==> src/rtl/nco_preset_defs.svh <==
// Register offsets, reset values and field layout of the channel A oscillator presets
`ifndef NCO_PRESET_DEFS_SVH
`define NCO_PRESET_DEFS_SVH

`define ADDR_WIDTH 12
`define DATA_WIDTH 32
`define FREQ_WIDTH 32
`define PHASE_WIDTH 16
`define PRESET_COUNT 4
`define SEL_WIDTH 2

`define OFF_NCO_PHASE_A_PRESET0 12'h224
`define OFF_NCO_FREQ_A_PRESET1 12'h228
`define OFF_NCO_PHASE_A_PRESET1 12'h22c
`define OFF_NCO_FREQ_A_PRESET2 12'h230
`define OFF_NCO_PHASE_A_PRESET2 12'h234
`define OFF_NCO_FREQ_A_PRESET3 12'h238
`define OFF_NCO_PHASE_A_PRESET3 12'h23c

`define RST_NCO_FREQ 32'hc0000000
`define RST_NCO_PHASE 16'h0000
`define PHASE_PAD_BITS 16

`endif

==> src/rtl/nco_preset_pkg.sv <==
// Types shared by the channel A oscillator preset bank
package nco_preset_pkg;

    // Word pair handed to the oscillator accumulator
    typedef struct packed {
        logic [31:0] freq_word;
        logic [31:0] phase_word;
    } nco_setting_type;

    // Register bus request
    typedef struct packed {
        logic [11:0] addr;
        logic [31:0] wdata;
        logic wr;
        logic rd;
    } reg_req_type;

endpackage : nco_preset_pkg

==> src/rtl/nco_preset_regs_channel_a.sv <==
// Channel A numeric_oscillator preset register bank with preset selection
`timescale 1ns/1ps
`default_nettype none
`include "nco_preset_defs.svh"


module nco_preset_regs_channel_a
    import nco_preset_pkg::*;
(
    input wire logic clock_i,
    input wire logic rst_n_i,
    input wire logic [11:0] addr_i,
    input wire logic [31:0] wdata_i,
    input wire logic wr_i,
    input wire logic rd_i,
    output logic [31:0] rdata_o,
    input wire logic [1:0] preset_sel_i,
    input wire logic [31:0] freq_preset0_i,
    output nco_setting_type nco_setting_o,
    output logic freq_changed_o
);

    // ------------------------------------------------------------
    // Storage
    // ------------------------------------------------------------
    // Frequency preset 0 lives outside this bank; index 0 of freq is unused storage-free.
    logic [31:0] freq [1:3];
    logic [15:0] phase [0:3];
    reg_req_type req;

    assign req = '{addr: addr_i, wdata: wdata_i, wr: wr_i, rd: rd_i};

    // Decode: returns index and whether the address is a frequency or phase preset
    function automatic logic [3:0] decode(input logic [11:0] a);
        // bit3 hit, bit2 is_phase, bits1:0 index
        case (a)
            `OFF_NCO_PHASE_A_PRESET0: decode = 4'hc;
            `OFF_NCO_FREQ_A_PRESET1: decode = 4'h9;
            `OFF_NCO_PHASE_A_PRESET1: decode = 4'hd;
            `OFF_NCO_FREQ_A_PRESET2: decode = 4'ha;
            `OFF_NCO_PHASE_A_PRESET2: decode = 4'he;
            `OFF_NCO_FREQ_A_PRESET3: decode = 4'hb;
            `OFF_NCO_PHASE_A_PRESET3: decode = 4'hf;
            default: decode = 4'h0;
        endcase
    endfunction : decode

    logic [3:0] wdec;
    logic [3:0] rdec;

    assign wdec = decode(req.addr);
    assign rdec = wdec;

    // ------------------------------------------------------------
    // Frequency presets
    // ------------------------------------------------------------
    always_ff @(posedge clock_i) begin
        if (!rst_n_i) begin
            for (int i = 1; i < `PRESET_COUNT; i++) begin
                freq[i] <= `RST_NCO_FREQ;
            end
        end else if (req.wr && wdec[3] && !wdec[2]) begin
            freq[wdec[1:0]] <= req.wdata;
        end
    end

    // ------------------------------------------------------------
    // Phase presets
    // ------------------------------------------------------------
    always_ff @(posedge clock_i) begin
        if (!rst_n_i) begin
            for (int i = 0; i < `PRESET_COUNT; i++) begin
                phase[i] <= `RST_NCO_PHASE;
            end
        end else if (req.wr && wdec[3] && wdec[2]) begin
            phase[wdec[1:0]] <= req.wdata[15:0];
        end
    end

    // ------------------------------------------------------------
    // Read port, one cycle latency; unmapped reads give zero
    // ------------------------------------------------------------
    always_ff @(posedge clock_i) begin
        if (!rst_n_i) begin
            rdata_o <= 32'h00000000;
        end else if (req.rd && rdec[3]) begin
            if (rdec[2]) begin
                rdata_o <= {16'h0000, phase[rdec[1:0]]};
            end else begin
                rdata_o <= freq[rdec[1:0]];
            end
        end else begin
            rdata_o <= 32'h00000000;
        end
    end

    // Pulse telling the sync logic a frequency changed, so software knows to re-sync
    always_ff @(posedge clock_i) begin
        if (!rst_n_i) begin
            freq_changed_o <= 1'b0;
        end else begin
            freq_changed_o <= req.wr && wdec[3] && !wdec[2];
        end
    end

    // ------------------------------------------------------------
    // Oscillator feed
    // ------------------------------------------------------------
    // Registered pair: both words switch on the same edge, so the accumulator
    // never sees a frequency from one preset with a phase from another.
    // Left-justified phase scales to preset * 2^-16 turns and wraps modulo 2^32,
    // so signed and unsigned views give the same angle.
    always_ff @(posedge clock_i) begin
        if (!rst_n_i) begin
            nco_setting_o <= '{freq_word: 32'h00000000, phase_word: 32'h00000000};
        end else begin
            nco_setting_o.freq_word <= (preset_sel_i == 2'h0) ? freq_preset0_i
                                       : freq[preset_sel_i];
            nco_setting_o.phase_word <= {phase[preset_sel_i],
                                         16'h0000};
        end
    end

endmodule : nco_preset_regs_channel_a
`default_nettype wire

==> config.mk <==
export PLATFORM = sky130hd
export DESIGN_NAME = nco_preset_regs_channel_a
export DESIGN_NICKNAME = d
export VERILOG_FILES = /design/src/rtl/nco_preset_pkg.sv /design/src/rtl/nco_preset_regs_channel_a.sv
export VERILOG_INCLUDE_DIRS = /design/src /design/src/rtl
export SDC_FILE = /design/constraint.sdc
export NUM_CORES = 1
export LEC_CHECK = 0
export ABC_AREA = 1
export BUFFER_PORTS_ARGS = -buffer_cell sky130_fd_sc_hd__buf_4
export CELL_PAD_IN_SITES_DETAIL_PLACEMENT = 1
export CELL_PAD_IN_SITES_GLOBAL_PLACEMENT = 2
export CORE_MARGIN = 1.5
export CORE_UTILIZATION = 31
export DETAILED_ROUTE_END_ITERATION = 16
export GPL_TIMING_DRIVEN = 0
export PLACE_DENSITY = 0.8
export SYNTH_ARGS = -nofsm -noshare
export SYNTH_HDL_FRONTEND = slang
export SYNTH_SLANG_ARGS = --single-unit
==> constraint.sdc <==
create_clock -name clock_i -period 3.4 [get_ports clock_i]
set_input_delay 0.34 -clock clock_i [delete_from_list [all_inputs] [get_ports clock_i]]
set_output_delay 0.34 -clock clock_i [all_outputs]
set_load 0.01 [all_outputs]
==> Word level (Yosys, flattened, before mapping) <==
Memory sizes are Yosys's and may differ from the RTL's. A register that Yosys moved wholly into a read port is not among the register bits.
Index checks and enable logic that the tools add are counted.
{ "totals": {"word_cells": 43, "mem_bits_rw": 160, "reg_bits": 81, "memories": 2, "out_inout_bits": 97} }
{ "mem_list": {"columns": ["name", "depth", "width", "rd", "rd_clocked_by_memory_dff", "write_ports", "line_no", "source"], "rows": [
  ["freq", 3, 32, 2, 0, 3, "nco_preset_regs_channel_a.sv:27", "logic [31:0] freq [1:3];"],
  ["phase", 4, 16, 2, 1, 4, "nco_preset_regs_channel_a.sv:28", "logic [15:0] phase [0:3];"]
]} }
{ "classes": {"eq_ne": 7, "bitwise": 2, "n_mux": 16, "n_reduce_logical": 11} }
{ "op_table": {"columns": ["op", "n"], "rows": [
  ["12-bit by 10-bit == test with 1-bit output, second input constant", 7],
  ["32-bit 2-to-1 mux", 2],
  ["16-bit 2-to-1 mux", 2],
  ["32-bit OR reduction", 1],
  ["4-bit one-hot mux with 7 select lines", 1],
  ["16-bit OR reduction", 1],
  ["1-bit 2-to-1 mux", 9],
  ["1-bit logical AND", 4],
  ["2-bit 2-to-1 mux", 2],
  ["3-bit OR reduction", 1],
  ["1-bit logical NOT", 2],
  ["2-bit logical NOT", 1],
  ["1-bit NOT", 2],
  ["2-bit AND reduction", 1]
]} }

==> Longest topological paths before layout <==
{ "logic_depth": {"word_depth": 9, "depth_mapped": 13, "depth_no_buf": 11} }

==> Worst setup path before layout <==
OpenSTA, ideal clock, no wires.
{ "synth_timing": {"kind": "in2reg", "start": "input addr_i[8]", "end": "memory phase[1][0] (enable)", "path_buffers": 1, "required_ns": 2.989, "slack_ns": 0.630, "arrival_ns": 2.359, "setup_time_ns": 0.411, "stages": 8, "path_cell_list": "nor2_1 nand2_1 nor2_2 buf_6 nand2_2 nor2_4 inv_2 o21ai_0"} }
{ "synth_rtl": {"columns": ["element", "line_no", "source"], "rows": [
  ["start: declaration", "nco_preset_regs_channel_a.sv:12", "input wire logic [11:0] addr_i,"],
  ["end: declaration", "nco_preset_regs_channel_a.sv:28", null]
]} }

==> out/summary.txt <==
area of placed instances: 14200 µm²
vias post-DR: 10500
CTS Root Buffer Type: clkbuf_16
Die Y: 201 µm
Worst Path Max Fanout: 16
Longest Clk Path Bufs: 3
CP required: 3.54 ns
final RePlAce weighted congestion: 0.854
Reg2Reg Depth: 4
# fillers: 4444
most common library cells after synthesis: 275 x nand2_1, 241 x nor2_1, 192 x edfxtp_1, 112 x nand4_1, 86 x inv_1
H-Tree Depth: 2
synthesis-stage register bit count: 273
DRC: 0
final WL: 45.7 mm
Mapped Cells: 1286
post-synth top area cell: edfxtp_1
CTS Buf Count: 35
Worst R2R Setup Slack: 2.26 ns
HP Class: input port to flop
Max-Cap Viols: 0
Crit path max-delay family: simple AND/OR/NAND/NOR gates
ANT nets after route: 0
wire per inst: 21.7 µm
syn_area_per_cell: 9.42 µm²
slowest stage delay, CP: 0.80 ns
sequential fraction of the synthesis area: 60.9%
CTS tree: done
vias in the first global route: 11100
Yosys cell types: 26
Die W: 201 µm
All-Layer GR Usage: 22.6%
first-pass GRT wire length: 67.6 mm
Diodes inserted: 0
design area: 15700 µm²
CP Depth: 8
share of cells above drive strength 1: 19.5%
most used cell along the critical path: nand2_1
final setup vio count: 0
CP startpoint: addr_i[0]
Worst-path clk slew: 0.06 ns
Leak: 6.68 nW
Tot Pwr: 0.00824 W
final setup margin: 0.644 ns
drt pass-1 iters: 7
total core area: 38600 µm²
initial antenna violation count: 4
minimum clock period: 2.76 ns
Post-synth EDFFs: 192
DIE AREA: 40300 µm²
Most used DFF post-synth: edfxtp_1
Final nets: 1646
outcome: finished, final reports clean
Final Hold Viols: 0
clock latency on the worst-skew pair: 0.53 ns
most frequent cell after synthesis: nand2_1
Mapped Area: 12100 µm²
most area-consuming cells after synthesis: edfxtp_1 48%, dfxtp_1 13%, nand2_1 8.5%, nor2_1 7.5%, nand4_1 5.8%
1st-iter DRT viols: 755
crit path capture: phase[0][6]
Slew @ Worst Pin: 0.971 ns
fin. max-slew vios: 0
share of the synthesized area in the top cell type: 47.6%
data arrival time of the critical path: 2.90 ns
Core Util, Final: 40.6%
post-DP HPWL: 32.2 mm
Tcrit/Tclk final: 81.1%
Layout Skew: 0.0149 ns
FMAX: 363 MHz
area grow syn2layout: 29.6%
CP Buf/Inv Count: 3
RSZ-0062 raised after global routing: no
Initial Util: 31.4%
crit path cell chain: buf_4 -> inv_1 -> nand2_1 -> nor2_1 -> o21ai_1 -> clkbuf_1 -> nand2_1 -> nand2_1
r2r endpoint: rdata_o[13]
Reg2Reg Launch Point: freq[3][13]
YS warnings: 0
worst vdd ir: 289 µV
critical path type: input port to flop
Crit-path slowest cell: nand2_1
Congestion Overflow GR: 0
Power Density: 524 nW/µm²
relative slew slack: 35.1%
pin count of the biggest net entering global routing: 24
Worst setup SP type: input port
Via density: 4.98
Port Buf Inserts: 159
post-place setup slack: 0.0820 ns
I/O pin cnt: 179
FFs w/ async S/R, synth: 0%
CTS Sinks: 273
Core Rows: 72
Worst setup EP type: flop
## report_power, final
part / leakage [nW] / switching, W / internal, W
Sequential: 2.50 / 0.0000815 / 0.00373
Combinational: 3.60 / 0.000428 / 0.000251
Clock: 0.577 / 0.00147 / 0.00228
## metrics by stage
stage | setup TNS [ns] | hold slack [ns] | instances
2_1_floorplan | 0 | 0.439 | 1333
3_3_place_gp | -48.89 | 0.529 | 2010
3_5_place_dp | 0 | 0.530 | 2015
4_1_cts | 0 | 0.00251 | 2108
5_1_grt | 0 | 0.00781 | 2108
6_report | 0 | 0.0268 | 2108
## layout by cell type, fill, tap and decap left out, drive strengths merged
cell type	instances
nand3	4
bufinv	2
clkinvlp	2
clkinv	9
a21oi	81
conb	48
nor2	254
o21ai	35
clkbuf	95
edfxtp	192
nand2	283
o221ai	32
nand4	112
dfxtp	81
inv	99
nor3	10
dlygate4sd3	30
buf	221
## worst min path at each step
stage / startpoint / endpoint / slack (ns) / cells past startpoint
2_1_floorplan: wdata_i[0] / freq[0][0] / 0.44 / 0
5_1_grt: wdata_i[1] / freq[0][1] / 0.008 / 1
4_1_cts: wdata_i[3] / freq[0][3] / 0.003 / 1
3_3_place_gp: wdata_i[4] / freq[0][4] / 0.53 / 1
6_report: wdata_i[1] / freq[0][1] / 0.03 / 1
3_5_place_dp: wdata_i[4] / freq[0][4] / 0.53 / 1
## kinds of logic after synthesis
logic type | after synthesis | synth area share, %
and+or+nand+nor | 663 | 24.2
DFF | 273 | 60.9
buffers and inverters | 201 | 7.71
AOI/OAI and AO/OA | 148 | 7.10
other | 1 | 0.0309
## state kept, by name, indices dropped and copies added, names as in the netlist
| signal | cells |
|---|---|
| freq | 128 |
| phase | 64 |
| nco_setting_o | 48 |
| rdata_o | 32 |
| freq_changed_o | 1 |
## routing by layer
| metal | track usage [%] | vias to the layer above | routed length, µm |
|---|---|---|---|
| li1 | - | 4853 | - |
| met2 | 38.3 | 414 | 22200 |
| met4 | 8.22 | 4 | 1390 |
| met5 | 0 | - | 30 |
| met1 | 29.2 | 5128 | 19100 |
| met3 | 3.75 | 94 | 3020 |
## layout make-up
cell class / instances / area (µm²) / share of cell area, %
Tap cell: 518 / 648 / 4.13
Clock inverter: 16 / 144 / 0.916
Timing Repair Buffer: 194 / 1580 / 10.1
Multi-Input combinational cell: 859 / 3990 / 25.4
Sequential cell: 273 / 7390 / 47.0
Clock buffer: 47 / 1020 / 6.52
Buffer: 105 / 572 / 3.64
Inverter: 96 / 363 / 2.31
## timing repair
action / CTS / global route
setup buffers: 0 / 0
hold buffers: 30 / 0
resized for setup: 0 / 0
endpoints found under the hold margin: 30 / 0
Note: power is estimated with default switching activity, not from simulation.
